### config.mk
export PLATFORM = sky130hd
export DESIGN_NAME = ctx_exec
export DESIGN_NICKNAME = d
export VERILOG_FILES = /design/src/pkg/ctx_pkg.sv /design/src/verilog/ctx_exec.sv
export VERILOG_INCLUDE_DIRS = /design/src /design/src/pkg
export SDC_FILE = /design/constraint.sdc
export NUM_CORES = 1
export LEC_CHECK = 0
export BUFFER_PORTS_ARGS = -buffer_cell sky130_fd_sc_hd__buf_4
export CAP_MARGIN = 20
export CORE_MARGIN = 4
export CORE_UTILIZATION = 30
export DETAILED_ROUTE_END_ITERATION = 16
export GPL_TIMING_DRIVEN = 0
export HOLD_SLACK_MARGIN = 0.1
export PLACE_DENSITY = 0.53
export SYNTH_ARGS = -nofsm -noshare
export SYNTH_HDL_FRONTEND = slang
export SYNTH_SLANG_ARGS = --single-unit
### constraint.sdc
create_clock -name pclk -period 7.6 [get_ports pclk]
set_input_delay 0 -clock pclk [delete_from_list [all_inputs] [get_ports pclk]]
set_output_delay 0 -clock pclk [all_outputs]
set_load 0.03 [all_outputs]
### src/pkg/ctx_regs.svh
// Register offsets, reset values and cycle counts of the execution slice
`ifndef CTX_REGS_SVH
`define CTX_REGS_SVH
// =====================================================================
// Register byte offsets
`define CTX_OFS_INSTR 12'h000
`define CTX_OFS_WREG 12'h004
`define CTX_OFS_LATCH 12'h008
`define CTX_OFS_PTR 12'h00c
`define CTX_OFS_BANK 12'h010
`define CTX_OFS_FLAGS 12'h014
`define CTX_OFS_CFG 12'h018
`define CTX_OFS_SEL0 12'h01c
`define CTX_OFS_SEL1 12'h020
`define CTX_OFS_SEL2 12'h024
`define CTX_OFS_RTOP 12'h028
`define CTX_OFS_PC 12'h02c
`define CTX_OFS_STAT 12'h030
`define CTX_OFS_COMMIT 12'h034
`define CTX_OFS_WBUF 12'h040
`define CTX_OFS_DMEM 12'h080
// =====================================================================
// Field positions
`define CTX_INSTR_TWO_WORD_BIT 16
`define CTX_FLAG_N_BIT 4
`define CTX_FLAG_Z_BIT 2
`define CTX_STAT_BUSY_BIT 0
`define CTX_STAT_SKIP_BIT 1
`define CTX_STAT_CYC_LSB 4
// =====================================================================
// Reset values and cycle counts
`define CTX_RST_BYTE 8'h00
`define CTX_ERASED_BYTE 8'hff
`define CTX_CYC_ONE 2'd1
`define CTX_CYC_TWO 2'd2
`define CTX_CYC_THREE 2'd3
`define CTX_ACCESS_SPLIT 8'h60
`define CTX_ACCESS_HIGH_BANK 4'hf
`endif

### src/pkg/ctx_pkg.sv
// Types shared by the execution slice
package ctx_pkg;
  // ===================================================================
  // Decoded operations
  typedef enum logic [3:0] {
    CTX_OP_NOP,
    CTX_OP_TABWR,
    CTX_OP_TST,
    CTX_OP_XORL,
    CTX_OP_XORF,
    CTX_OP_PADD,
    CTX_OP_PSUB,
    CTX_OP_PADDR,
    CTX_OP_PSUBR
  } ctx_op_e;
  // ===================================================================
  // Sequencer states
  typedef enum logic {
    CTX_ST_IDLE,
    CTX_ST_BUSY
  } ctx_state_e;
endpackage

### src/verilog/ctx_exec.sv
// Execution slice: table write, test-skip, exclusive-OR, pointer literals
//
// Behaviour
// - 0000 0000 0000 11nn is table write, 2 cycles, nn picks pointer step.
// - Table write copies latch byte into buffer chosen by pointer low bits.
// - Byte pointer is 21 bits wide over 2 MB program space.
// - Pointer bit 0 picks low byte (0) or high byte (1).
// - Table write never changes arithmetic flags.
// - Opcode 0110 011a test-skip; zero register discards next, two cycles.
// - Skipping a two-word instruction takes three cycles total.
// - Bank bit 0 uses access bank, 1 uses bank select register.
// - a=0, extended on, operand up to 95 means indexed offset from pointer.
// - Opcode 0000 1010 k xors literal into W, one cycle, sets N and Z.
// - Opcode 0001 10da xors W with file register, one cycle, N and Z only.
// - Destination bit 0 writes W, 1 writes the file register back.
// - Extended features off after reset until config bit set to 1.
// - Extended set adds eight literal ops to the 75 standard instructions.
// - Pointer add and subtract have third-pointer auto-return variants.
// - Pointer add adds 6-bit literal to chosen pointer, flags untouched.
// - Auto-return variant is field 11, two cycles, second one a no-op.
`include "ctx_regs.svh"
module ctx_exec #(
  parameter int DMEM_AW = 4,
  parameter int WBUF_N = 8
) (
  // Clock and reset
  input wire logic pclk,
  input wire logic presetn,
  // APB slave
  input wire logic psel,
  input wire logic penable,
  input wire logic pwrite,
  input wire logic [11:0] paddr,
  input wire logic [31:0] pwdata,
  output logic [31:0] prdata,
  output logic pready,
  output logic pslverr
);
  import ctx_pkg::*;

  localparam int DMEM_N = 1 << DMEM_AW;

  // ===================================================================
  // State
  typedef struct packed {
    ctx_state_e st;
    logic [1:0] left;
    logic [1:0] cyc;
    logic skip;
    logic [7:0] w;
    logic [7:0] latch;
    logic [20:0] ptr;
    logic [3:0] bank;
    logic flag_n;
    logic flag_z;
    logic ext;
    logic [2:0][11:0] sel;
    logic [20:0] ret_top;
    logic [20:0] pc;
    logic [WBUF_N-1:0][7:0] wbuf;
    logic [DMEM_N-1:0][7:0] dmem;
    logic [31:0] rdata;
  } ctx_state_s;

  ctx_state_s s_q;
  ctx_state_s s_d;

  // ===================================================================
  // Decoding, used by the sequencer and by the checks
  function automatic ctx_op_e ctx_decode(input logic [15:0] i,
                                         input logic ext);
    ctx_op_e op;
    op = CTX_OP_NOP;
    if (i[15:2] == 14'h0003) begin
      op = CTX_OP_TABWR;
    end else if (i[15:9] == 7'h33) begin
      op = CTX_OP_TST;
    end else if (i[15:8] == 8'h0a) begin
      op = CTX_OP_XORL;
    end else if (i[15:10] == 6'h06) begin
      op = CTX_OP_XORF;
    end else if (ext && i[15:8] == 8'he8) begin
      op = (i[7:6] == 2'h3) ? CTX_OP_PADDR : CTX_OP_PADD;
    end else if (ext && i[15:8] == 8'he9) begin
      op = (i[7:6] == 2'h3) ? CTX_OP_PSUBR : CTX_OP_PSUB;
    end
    return op;
  endfunction

  // Effective data address of a byte-oriented operand
  function automatic logic [11:0] ctx_addr(input logic [7:0] f,
                                           input logic a,
                                           input logic ext,
                                           input logic [3:0] bank,
                                           input logic [11:0] base);
    logic [11:0] r;
    r = {bank, f};
    if (!a) begin
      if (ext && f < `CTX_ACCESS_SPLIT) begin
        r = base + {4'h0, f};
      end else if (f < `CTX_ACCESS_SPLIT) begin
        r = {4'h0, f};
      end else begin
        r = {`CTX_ACCESS_HIGH_BANK, f};
      end
    end
    return r;
  endfunction

  // ===================================================================
  // Bus decode
  logic acc;
  logic wr;
  logic go;
  logic refuse;
  logic unmapped;
  ctx_op_e op;
  logic [11:0] ea;
  logic [DMEM_AW-1:0] di;
  logic [7:0] fval;
  logic [7:0] xres;
  logic [20:0] ptr_pre;
  logic [11:0] lit;

  assign acc = psel && penable;
  assign wr = acc && pwrite;
  assign unmapped = !(paddr[11:2] <= 10'(`CTX_OFS_COMMIT >> 2) ||
    (paddr >= `CTX_OFS_WBUF && paddr < `CTX_OFS_WBUF + 12'(4 * WBUF_N)) ||
    (paddr >= `CTX_OFS_DMEM && paddr < `CTX_OFS_DMEM + 12'(4 * DMEM_N)));
  // An instruction written while one is still running is refused
  assign refuse = wr && paddr == `CTX_OFS_INSTR && s_q.st == CTX_ST_BUSY;
  assign go = wr && paddr == `CTX_OFS_INSTR && s_q.st == CTX_ST_IDLE;
  assign op = ctx_decode(pwdata[15:0], s_q.ext);
  assign ea = ctx_addr(pwdata[7:0], pwdata[8], s_q.ext, s_q.bank,
    s_q.sel[2]);
  // Only the low address bits reach the small data store
  assign di = ea[DMEM_AW-1:0];
  assign fval = s_q.dmem[di];
  assign xres = s_q.w ^ (op == CTX_OP_XORL ? pwdata[7:0] : fval);
  assign ptr_pre = s_q.ptr + 21'h1;
  assign lit = {6'h00, pwdata[5:0]};
  assign pready = 1'b1;
  assign pslverr = acc && (unmapped || refuse);
  assign prdata = s_q.rdata;

  // ===================================================================
  // Next state
  always_comb begin
    logic [2:0] wi;
    logic [1:0] pi;
    s_d = s_q;
    wi = 3'h0;
    pi = 2'h0;
    s_d.rdata = 32'h0000_0000;
    if (s_q.st == CTX_ST_BUSY) begin
      s_d.left = s_q.left - 2'd1;
      if (s_q.left == 2'd1) begin
        s_d.st = CTX_ST_IDLE;
      end
    end
    if (go) begin
      s_d.cyc = `CTX_CYC_ONE;
      s_d.skip = 1'b0;
      s_d.pc = s_q.pc + 21'h2;
      case (op)
        CTX_OP_TABWR: begin
          s_d.cyc = `CTX_CYC_TWO;
          // Pre-increment moves the pointer before choosing the buffer
          wi = (pwdata[1:0] == 2'h3) ? ptr_pre[2:0] : s_q.ptr[2:0];
          s_d.wbuf[wi] = s_q.latch;
          case (pwdata[1:0])
            2'h1: s_d.ptr = ptr_pre;
            2'h2: s_d.ptr = s_q.ptr - 21'h1;
            2'h3: s_d.ptr = ptr_pre;
            default: s_d.ptr = s_q.ptr;
          endcase
        end
        CTX_OP_TST: begin
          if (fval == `CTX_RST_BYTE) begin
            // Skipped words are never executed, only stepped over
            s_d.skip = 1'b1;
            s_d.cyc = pwdata[`CTX_INSTR_TWO_WORD_BIT] ?
              `CTX_CYC_THREE : `CTX_CYC_TWO;
            s_d.pc = s_q.pc + (pwdata[`CTX_INSTR_TWO_WORD_BIT] ?
              21'h6 : 21'h4);
          end
        end
        CTX_OP_XORL, CTX_OP_XORF: begin
          s_d.flag_n = xres[7];
          s_d.flag_z = xres == `CTX_RST_BYTE;
          if (op == CTX_OP_XORF && pwdata[9]) begin
            s_d.dmem[di] = xres;
          end else begin
            s_d.w = xres;
          end
        end
        CTX_OP_PADD, CTX_OP_PSUB: begin
          pi = pwdata[7:6];
          if (op == CTX_OP_PADD) begin
            s_d.sel[pi] = s_q.sel[pi] + lit;
          end else begin
            s_d.sel[pi] = s_q.sel[pi] - lit;
          end
        end
        CTX_OP_PADDR, CTX_OP_PSUBR: begin
          s_d.cyc = `CTX_CYC_TWO;
          s_d.pc = s_q.ret_top;
          if (op == CTX_OP_PADDR) begin
            s_d.sel[2] = s_q.sel[2] + lit;
          end else begin
            s_d.sel[2] = s_q.sel[2] - lit;
          end
        end
        default: begin
        end
      endcase
      s_d.left = s_d.cyc;
      s_d.st = CTX_ST_BUSY;
    end else if (wr && !unmapped && s_q.st == CTX_ST_IDLE) begin
      case (paddr)
        `CTX_OFS_WREG: s_d.w = pwdata[7:0];
        `CTX_OFS_LATCH: s_d.latch = pwdata[7:0];
        `CTX_OFS_PTR: s_d.ptr = pwdata[20:0];
        `CTX_OFS_BANK: s_d.bank = pwdata[3:0];
        `CTX_OFS_FLAGS: begin
          s_d.flag_n = pwdata[`CTX_FLAG_N_BIT];
          s_d.flag_z = pwdata[`CTX_FLAG_Z_BIT];
        end
        `CTX_OFS_CFG: s_d.ext = pwdata[0];
        `CTX_OFS_SEL0: s_d.sel[0] = pwdata[11:0];
        `CTX_OFS_SEL1: s_d.sel[1] = pwdata[11:0];
        `CTX_OFS_SEL2: s_d.sel[2] = pwdata[11:0];
        `CTX_OFS_RTOP: s_d.ret_top = pwdata[20:0];
        `CTX_OFS_PC: s_d.pc = pwdata[20:0];
        `CTX_OFS_COMMIT: begin
          // A completed flash write leaves every buffer erased
          for (int k = 0; k < WBUF_N; k++) begin
            s_d.wbuf[k] = `CTX_ERASED_BYTE;
          end
        end
        default: begin
          if (paddr >= `CTX_OFS_DMEM) begin
            s_d.dmem[paddr[DMEM_AW+1:2]] = pwdata[7:0];
          end
        end
      endcase
    end
    if (psel && !penable && !pwrite) begin
      case (paddr)
        `CTX_OFS_WREG: s_d.rdata = {24'h0, s_q.w};
        `CTX_OFS_LATCH: s_d.rdata = {24'h0, s_q.latch};
        `CTX_OFS_PTR: s_d.rdata = {11'h0, s_q.ptr};
        `CTX_OFS_BANK: s_d.rdata = {28'h0, s_q.bank};
        `CTX_OFS_FLAGS: s_d.rdata = {27'h0, s_q.flag_n, 1'b0,
          s_q.flag_z, 2'h0};
        `CTX_OFS_CFG: s_d.rdata = {31'h0, s_q.ext};
        `CTX_OFS_SEL0: s_d.rdata = {20'h0, s_q.sel[0]};
        `CTX_OFS_SEL1: s_d.rdata = {20'h0, s_q.sel[1]};
        `CTX_OFS_SEL2: s_d.rdata = {20'h0, s_q.sel[2]};
        `CTX_OFS_RTOP: s_d.rdata = {11'h0, s_q.ret_top};
        `CTX_OFS_PC: s_d.rdata = {11'h0, s_q.pc};
        `CTX_OFS_STAT: s_d.rdata = {26'h0, s_q.cyc, 2'h0, s_q.skip,
          s_q.st == CTX_ST_BUSY};
        default: begin
          if (paddr >= `CTX_OFS_DMEM &&
              paddr < `CTX_OFS_DMEM + 12'(4 * DMEM_N)) begin
            s_d.rdata = {24'h0, s_q.dmem[paddr[DMEM_AW+1:2]]};
          end else if (paddr >= `CTX_OFS_WBUF &&
                       paddr < `CTX_OFS_WBUF + 12'(4 * WBUF_N)) begin
            s_d.rdata = {24'h0, s_q.wbuf[paddr[4:2]]};
          end
        end
      endcase
    end
  end

  // ===================================================================
  // Registers
  always_ff @(posedge pclk or negedge presetn) begin
    if (!presetn) begin
      s_q <= '0;
      s_q.st <= CTX_ST_IDLE;
      s_q.ext <= 1'b0;
      s_q.wbuf <= {WBUF_N{`CTX_ERASED_BYTE}};
    end else begin
      s_q <= s_d;
    end
  end

  // ===================================================================
  // Checks
  AST_TABWR_CYC: assert property (
    @(posedge pclk) disable iff (!presetn)
    go && op == CTX_OP_TABWR |=> s_q.left == 2'd2 ##1 s_q.left == 2'd1
    ##1 s_q.st == CTX_ST_IDLE)
    else $error("table write did not take two cycles");
  AST_TABWR_BUF: assert property (
    @(posedge pclk) disable iff (!presetn)
    go && op == CTX_OP_TABWR && pwdata[1:0] == 2'h0
    |=> s_q.wbuf[$past(s_q.ptr[2:0])] == $past(s_q.latch))
    else $error("latch byte not in chosen buffer");
  AST_TABWR_PRE: assert property (
    @(posedge pclk) disable iff (!presetn)
    go && op == CTX_OP_TABWR && pwdata[1:0] == 2'h3
    |=> s_q.ptr == $past(s_q.ptr) + 21'h1 &&
        s_q.wbuf[s_q.ptr[2:0]] == $past(s_q.latch))
    else $error("pre-increment wrote wrong buffer");
  AST_TABWR_DEC: assert property (
    @(posedge pclk) disable iff (!presetn)
    go && op == CTX_OP_TABWR && pwdata[1:0] == 2'h2
    |=> s_q.ptr == $past(s_q.ptr) - 21'h1)
    else $error("post-decrement wrong");
  AST_TABWR_FLAGS: assert property (
    @(posedge pclk) disable iff (!presetn)
    go && op == CTX_OP_TABWR |=> $stable(s_q.flag_n) &&
    $stable(s_q.flag_z))
    else $error("table write changed flags");
  AST_SKIP_CYC: assert property (
    @(posedge pclk) disable iff (!presetn)
    go && op == CTX_OP_TST && fval == 8'h00
    |=> s_q.cyc == ($past(pwdata[16]) ? 2'd3 : 2'd2))
    else $error("skip cycle count wrong");
  AST_SKIP_CLEAN: assert property (
    @(posedge pclk) disable iff (!presetn)
    go && op == CTX_OP_TST |=> $stable(s_q.w) && $stable(s_q.dmem) &&
    $stable(s_q.sel) && $stable(s_q.flag_z) && $stable(s_q.flag_n) &&
    $stable(s_q.ptr))
    else $error("test-skip had side effects");
  AST_XORL: assert property (
    @(posedge pclk) disable iff (!presetn)
    go && op == CTX_OP_XORL |=> s_q.w == ($past(s_q.w) ^ $past(pwdata[7:0]))
    && s_q.flag_z == (s_q.w == 8'h00) && s_q.cyc == 2'd1)
    else $error("literal xor wrong");
  AST_XORF_DEST: assert property (
    @(posedge pclk) disable iff (!presetn)
    go && op == CTX_OP_XORF && pwdata[9] |=> $stable(s_q.w) &&
    s_q.flag_n == s_q.dmem[$past(di)][7])
    else $error("register xor destination wrong");
  AST_EXT_OFF: assert property (
    @(posedge pclk) disable iff (!presetn)
    go && !s_q.ext && pwdata[15:9] == 7'h74 |=> $stable(s_q.sel))
    else $error("extended op acted while disabled");
  AST_RET: assert property (
    @(posedge pclk) disable iff (!presetn)
    go && (op == CTX_OP_PADDR || op == CTX_OP_PSUBR)
    |=> s_q.pc == $past(s_q.ret_top) && s_q.cyc == 2'd2)
    else $error("auto-return wrong");
  AST_PTR_FLAGS: assert property (
    @(posedge pclk) disable iff (!presetn)
    go && (op == CTX_OP_PADD || op == CTX_OP_PSUB) |=> $stable(s_q.flag_n)
    && $stable(s_q.flag_z))
    else $error("pointer literal op changed flags");
endmodule

## Word level (Yosys, flattened, before mapping)

Cells that the tools add are included.

| storage, ports and cells | value |
|---|---|
| word-level logic and storage cells | 247 |
| bits in registers | 352 |

| operators by class | value |
|---|---|
| mux-type cells | 79 |
| bitwise gates (word level) | 3 |
| $lt $le $gt $ge | 15 |
| add/sub/neg operators | 10 |
| reduce and logical (&&, ||, !) cells | 59 |
| equality and inequality tests | 40 |

Operators by type and width:

| operator | number |
|---|---|
| 128-bit two-way mux | 4 |
| 314-bit two-way mux | 1 |
| 128-bit bitwise mux | 2 |
| 21-bit one-hot mux with 12 select lines | 1 |
| 213-bit two-way mux | 1 |
| 21-bit two-way mux | 7 |
| 64-bit two-way mux | 2 |
| 8-bit two-way mux | 14 |
| 21-bit one-hot mux with 2 select lines | 2 |
| 36-bit bitwise mux | 2 |
| 12-bit by 6-bit == test with 1-bit output, second input constant | 6 |
| 12-bit two-way mux | 6 |
| 36-bit two-way mux | 2 |
| 8-bit binary-select mux with 4-bit select | 2 |
| 64-bit bitwise mux | 1 |
| 8-bit demux with 4-bit select | 2 |
| 12-bit by 5-bit == test with 1-bit output, second input constant | 4 |
| 4-bit two-way mux | 10 |
| 3-bit AND reduction | 9 |
| 12-bit by 6-bit adder with 12-bit output | 2 |
| 12-bit binary-select mux with 2-bit select | 1 |
| 8-bit binary-select mux with 3-bit select | 1 |
| 12-bit demux with 2-bit select | 1 |
| 8-bit demux with 3-bit select | 1 |
| 57 further kinds | 122 |

## Longest topological paths before layout

| logic depth | value |
|---|---|
| word-level depth | 15 |
| gate-level depth with buffers | 21 |
| depth with buffers taken out | 18 |

## Worst setup path before layout

OpenSTA, ideal clock, no wires.

| timing path | value |
|---|---|
| kind | register to register |
| from | register s_q[302] (netlist bit) |
| to | register s_q[301] (netlist bit) |
| arrival | 4079 ps |
| cell stages (with the launch flop) | 20 |
| setup slack | 3456 ps |
| required time | 7535 ps |
| cells stage by stage | dfrtp_1 -> buf_2 -> buf_1 -> clkbuf_1 -> nand3_1 -> a21oi_1 -> clkbuf_1 -> mux2_2 -> ha_1 -> a21o_1 -> a21oi_1 -> o21bai_1 -> a21oi_1 -> o21bai_1 -> a21oi_1 -> o211ai_1 -> a21o_1 -> a21oi_1 -> mux2i_1 -> o22a_1 |

| on the way | value |
|---|---|
| cells in the longest elaborated chain, start to end | 11 |

RTL lines:

| item | RTL line | source |
|---|---|---|
| from (decl) | ctx_exec.sv:65 | `ctx_state_s s_q;` |
| 1-bit logical AND | ctx_exec.sv:84 | `end else if (ext && i[15:8] == 8'he9) begin` |
| 4-bit two-way mux | ctx_exec.sv:84 |  |
| 4-bit two-way mux (*) | ctx_exec.sv:82 | `end else if (ext && i[15:8] == 8'he8) begin` |
| 4-bit two-way mux (*) | ctx_exec.sv:80 | `end else if (i[15:10] == 6'h06) begin` |
| 4-bit two-way mux (*) | ctx_exec.sv:78 | `end else if (i[15:8] == 8'h0a) begin` |
| 4-bit two-way mux (*) | ctx_exec.sv:76 | `end else if (i[15:9] == 7'h33) begin` |
| 4-bit two-way mux (*) | ctx_exec.sv:74 | `if (i[15:2] == 14'h0003) begin` |
| 4-bit by 3-bit == test with 1-bit output, or another cell as far along | ctx_exec.sv:165, ctx_exec.sv:208 |  |
| 2-bit OR reduction, or another cell as far along | ctx_exec.sv:165 | `case (op)` |
| 3-bit by 1-bit inequality test with 1-bit output (no line) / 12-bit one-hot mux with 2 select lines (equally long branches) | - |  |
| 3-bit AND reduction (no line) / 36-bit two-way mux (equally long branches) | - |  |

Every way passes the cells marked *; elsewhere a longest branch is shown, timed or not.
A chain may end at the register's enable or synchronous reset.

## Worst setup path in the final report

| timing path | value |
|---|---|
| from | register s_q[290] (netlist bit) |
| to | register s_q[139] (netlist bit) |

| on the way | value |
|---|---|
| cells in the longest elaborated chain, start to end | 11 |

RTL lines:

| item | RTL line | source |
|---|---|---|
| 4-bit adder (*) | ctx_exec.sv:100 | `r = base + {4'h0, f};` |
| 4-bit two-way mux (*) | ctx_exec.sv:99 | `` if (ext && f < `CTX_ACCESS_SPLIT) begin `` |
| 4-bit two-way mux (*) | ctx_exec.sv:98 | `if (!a) begin` |
| 4-bit by 5-bit < comparator with 1-bit output (implied by the code), or another cell as far along | ctx_exec.sv:192 | `s_d.dmem[di] = xres;` |
| 1-bit logical AND (implied by the code) / 8-bit two-way mux (equally long branches) | ctx_exec.sv:192, ctx_exec.sv:138 |  |
| 8-bit two-way mux (on tied branches) | ctx_exec.sv:192, ctx_exec.sv:139 |  |
| 8-bit demux with 4-bit select / 8-bit XOR (equally long branches) | ctx_exec.sv:192, ctx_exec.sv:139 |  |
| 128-bit bitwise mux (*) | ctx_exec.sv:192 |  |
| 128-bit two-way mux (*) | ctx_exec.sv:191 | `if (op == CTX_OP_XORF && pwdata[9]) begin` |
| 128-bit two-way mux (*) | ctx_exec.sv:165 |  |
| 213-bit two-way mux (*) | ctx_exec.sv:161 | `if (go) begin` |

Every way passes the cells marked *; elsewhere a longest branch is shown, timed or not. The select of a mux whose other input is x is not followed.

==> report_table.html <==
<table>
<tr><th>Metric</th><th>Value</th></tr>
<tr><th colspan="2">Run status</th></tr>
<tr><td>Run status</td><td>completed</td></tr>
<tr><th colspan="2">Synth</th></tr>
<tr><td>Fraction of registers with async set/reset</td><td>100%</td></tr>
<tr><td>Number of flip-flops and latches in the synthesized netlist</td><td>341</td></tr>
<tr><td>Combined area of all synthesized cells</td><td>22700 sq um</td></tr>
<tr><td>Cell count after synthesis</td><td>2450</td></tr>
<tr><td>Post-Syn Area per Cell</td><td>9.25 sq um</td></tr>
<tr><td>Number of enable flip-flop cells after synthesis</td><td>0</td></tr>
<tr><td>Sequential share of the synthesized area</td><td>a little under two fifths</td></tr>
<tr><td>Synth unique cells</td><td>between 90 and 100</td></tr>
<tr><td>Prevailing post-synth register cell</td><td>dfrtp_1</td></tr>
<tr><td>Warnings, synthesis</td><td>0</td></tr>
<tr><th colspan="2">Timing</th></tr>
<tr><td>Finish-stage setup viols</td><td>0</td></tr>
<tr><td>Final-report max-slew violation count</td><td>0</td></tr>
<tr><td>Final worst path period need</td><td>5.88 ns</td></tr>
<tr><td>Unrepaired setup endpoints after global routing</td><td>false</td></tr>
<tr><td>Max Fclk</td><td>0.170 GHz</td></tr>
<tr><td>Post-Route Skew</td><td>0.0348 ns</td></tr>
<tr><td>Slew at the pin closest to its max-slew limit</td><td>between 1 and 1.5 ns</td></tr>
<tr><td>Worst max-slew margin expressed relative to the limit</td><td>approximately 18%</td></tr>
<tr><td>Post-route fraction of the period consumed by the critical path</td><td>77.4%</td></tr>
<tr><td>Setup total negative slack</td><td>0 ns</td></tr>
<tr><td>Hold Fails Final Rpt</td><td>0</td></tr>
<tr><td>Final worst setup slack</td><td>1.72 ns</td></tr>
<tr><th colspan="2">Layout</th></tr>
<tr><td>Area added between synthesis and finish</td><td>15.7%</td></tr>
<tr><td>Leading cell type in the layout, fill and taps excluded</td><td>dfrtp_1</td></tr>
<tr><td>Fill cell instance count of the final layout</td><td>7638</td></tr>
<tr><td>Total area of sequential cells</td><td>8610 sq um</td></tr>
<tr><td>Post-route insts no fill</td><td>3595</td></tr>
<tr><td>Top library cells by usage in the layout, fill and taps aside</td><td>dfrtp_1, a21oi_1, nor2_1</td></tr>
<tr><td>Multi-input gate area in the final layout</td><td>12800 sq um</td></tr>
<tr><td>Layout cells sized above 1</td><td>15.9%</td></tr>
<tr><td># nets final</td><td>2680</td></tr>
<tr><td>Final core utilization</td><td>35.1%</td></tr>
<tr><th colspan="2">Detailed routing</th></tr>
<tr><td>Length of routed met3 wiring</td><td>approximately 10000 um</td></tr>
<tr><td>Router iterations before antenna repair</td><td>8</td></tr>
<tr><td>Total length of routed wires</td><td>about 100000 um</td></tr>
<tr><td>DRC violation count after routing</td><td>0</td></tr>
<tr><td>Top routing layer in use</td><td>met5</td></tr>
<tr><td>Total via count after detailed routing</td><td>roughly 23000</td></tr>
<tr><td>Total met2 wirelength after detailed routing</td><td>46000 um</td></tr>
<tr><td>Detailed router's first-iteration violation count</td><td>3048</td></tr>
<tr><td>Post-detailed-route via-to-cell ratio</td><td>6.34</td></tr>
<tr><td>Remaining antenna violation count after routing</td><td>0</td></tr>
<tr><td>Routed length on met1</td><td>43200 um</td></tr>
<tr><td>Detailed-route wire length per cell</td><td>approximately 29 um</td></tr>
<tr><th colspan="2">Pwr</th></tr>
<tr><td>Final Power</td><td>roughly 0.0048 W</td></tr>
<tr><td>Leakage</td><td>between 10 and 15 nW</td></tr>
<tr><td>Maximum vdd ir drop</td><td>0.000127 V</td></tr>
<tr><td>Pwr per Cell Area</td><td>about 180 nW/um^2</td></tr>
<tr><th colspan="2">Min path</th></tr>
<tr><td>Worst hold path type</td><td>in2reg</td></tr>
<tr><td>Hold path endpoint</td><td>s_q[302]</td></tr>
<tr><td>Startpoint of the most critical hold path</td><td>paddr[0]</td></tr>
<tr><td>Number of cells traversed by the worst hold path</td><td>6</td></tr>
<tr><th colspan="2">Critical path</th></tr>
<tr><td>Max FO, Critical Path</td><td>10</td></tr>
<tr><td>Worst reg2reg startpoint</td><td>s_q[290]</td></tr>
<tr><td>Startpoint class of the critical path</td><td>register</td></tr>
<tr><td>Type of the worst setup path</td><td>reg2reg</td></tr>
<tr><td>Type of destination of the critical path</td><td>register</td></tr>
<tr><td>R2R cell count</td><td>15</td></tr>
<tr><td>R2r setup slk</td><td>1.72 ns</td></tr>
<tr><td>Crit path required time</td><td>between 8 and 9 ns</td></tr>
<tr><td>Data arrival time of the critical path</td><td>6.34 ns</td></tr>
<tr><td>Worst flop-to-flop path endpoint</td><td>s_q[139]</td></tr>
<tr><th colspan="2">CTS</th></tr>
<tr><td>Clock sink count</td><td>341</td></tr>
<tr><td>Clk_lat worst skew</td><td>0.59 ns</td></tr>
<tr><td>H-tree depth reported by CTS</td><td>2</td></tr>
<tr><td>CTS tree</td><td>built</td></tr>
<tr><td>Buffer depth of the longest clock path</td><td>3</td></tr>
<tr><td>Clk root buf</td><td>clkbuf_16</td></tr>
<tr><td>Register clock-pin slew on the reported worst setup and hold paths</td><td>0.06 ns</td></tr>
<tr><td>Number of buffers added by the clock tree synthesis step</td><td>between 40 and 50</td></tr>
<tr><th colspan="2">Placed design</th></tr>
<tr><td>Place WS</td><td>1.81 ns</td></tr>
<tr><td>Placed wire-length estimate after detailed placement</td><td>~78000 um</td></tr>
<tr><td>Number of placed cells counting well taps</td><td>about 3500</td></tr>
<tr><td>Number of buffers added on ports</td><td>53</td></tr>
<tr><td>RD Place Congestion</td><td>0.980</td></tr>
<tr><th colspan="2">Die</th></tr>
<tr><td>Floorplan die area</td><td>around 80000 sq um</td></tr>
<tr><td>Core region area</td><td>~75000 sq um</td></tr>
<tr><td>I/O pin cnt</td><td>83</td></tr>
<tr><td>Initial cell density of the core</td><td>30.3%</td></tr>
<tr><td>Width of the die</td><td>283 um</td></tr>
<tr><td>Rows</td><td>100</td></tr>
<tr><td>Floorplan die height</td><td>roughly 280 um</td></tr>
<tr><th colspan="2">Global routing</th></tr>
<tr><td>Via count of the first global-routing pass</td><td>21900</td></tr>
<tr><td>Grt ovf</td><td>0</td></tr>
<tr><td>Global-route wire length before repair</td><td>152000 um</td></tr>
<tr><td>Pin count of the biggest net entering global routing</td><td>between 100 and 150</td></tr>
<tr><td>Initial antenna violation count</td><td>2</td></tr>
<tr><td>Global-route usage over all layers</td><td>roughly a quarter</td></tr>
<tr><th colspan="2">Flow run</th></tr>
<tr><td>Max-cap violations</td><td>0</td></tr>
</table>
==> cell families after synthesis <==
family	Yosys count	synth area share (%)
xor gates and xnor gates	54	2.09
AOI/OAI and AO/OA	963	29.9
adders and majority gates	41	2.39
muxes	121	8.65
DFF	341	38.0
other	2	0.0331
and+or+nand+nor	658	13.4
buffers and inverters	270	5.47
==> worst max path at each step <==
stage / startpoint / endpoint / slack, ns / cells after the start
CTS: s_q[290] / s_q[139] / 1.96 / 15
finish: s_q[290] / s_q[139] / 1.72 / 15
global placement: pwdata[1] / s_q[139] / 1.71 / 16
detailed placement: pwdata[1] / s_q[139] / 1.81 / 16
global route: s_q[290] / s_q[139] / 1.54 / 15
floorplan: s_q[302] / s_q[301] / 3.46 / 19
==> registers in the layout, indices dropped and copies added, names as in the netlist <==
name    count
s_q       320
prdata     21
==> cell usage after synthesis, drive strengths merged (53+ instances only) <==
library cell	count	area, sq um
dfrtp	277	6930
a21oi	246	1250
nor2	218	821
nand2	204	768
o21a	149	1120
o221ai	129	1130
clkbuf	122	458
o21ai	115	598
buf	94	579
dfstp	64	1680
nand3	57	285
mux4	56	1260
inv	53	199
==> per-stage QoR <==
stage                     instance area, sq um  hold slack (ns)
after floorplan                          22700           -0.296
after global routing                     26200            0.191
after detailed placement                 24500          -0.0194
final                                    26200            0.176
after global placement                   24300            0.248
after CTS                                26200            0.110
==> critical path, stage by stage (launching register included) <==
cell      delay [ns]
dfrtp_1         0.42
ha_1            0.30
inv_1           0.08
fa_1            0.53
clkbuf_1        0.25
nand4_2         0.33
buf_2           0.33
a21oi_1         0.11
o41ai_1         0.59
o221ai_1        0.46
o31ai_1         0.39
xor2_1          0.13
nand2_1         0.53
clkbuf_1        0.82
o221ai_1        0.30
o21a_1          0.18
==> power by group <==
| part | leakage (nW) | total [W] | internal [W] | switching (W) |
|---|---|---|---|---|
| Sequential | 4.38 | 0.00204 | 0.00192 | 0.000119 |
| Combinational | 5.18 | 0.000599 | 0.000251 | 0.000348 |
| Clock | 0.733 | 0.00219 | 0.00130 | 0.000888 |
==> area by class of cell <==
cell class,count,area share (%)
timing repair buffer,85,3.13
clock buffer,64,4.99
antenna,1,0.00954
clock inverter,16,0.697
inverter,54,0.773
sequential,341,32.8
multi-input combinational,1849,49.0
buffer,216,3.95
tap,969,4.62
==> per-layer routing <==
layer / vias to the layer above / track usage (%)
met2: 1401 / 39.6
met3: 297 / 5.18
met5: - / 0
met4: 4 / 11.2
met1: 11500 / 35.1
li1: 9621 / -
==> timing repair <==
item / in CTS / in global routing
resized for setup: 0 / 0
buffers inserted: 0 / 0
hold endpoints to repair: 161 / 0
hold buffers: 21 / 0
(Power assumes the default switching activity.)
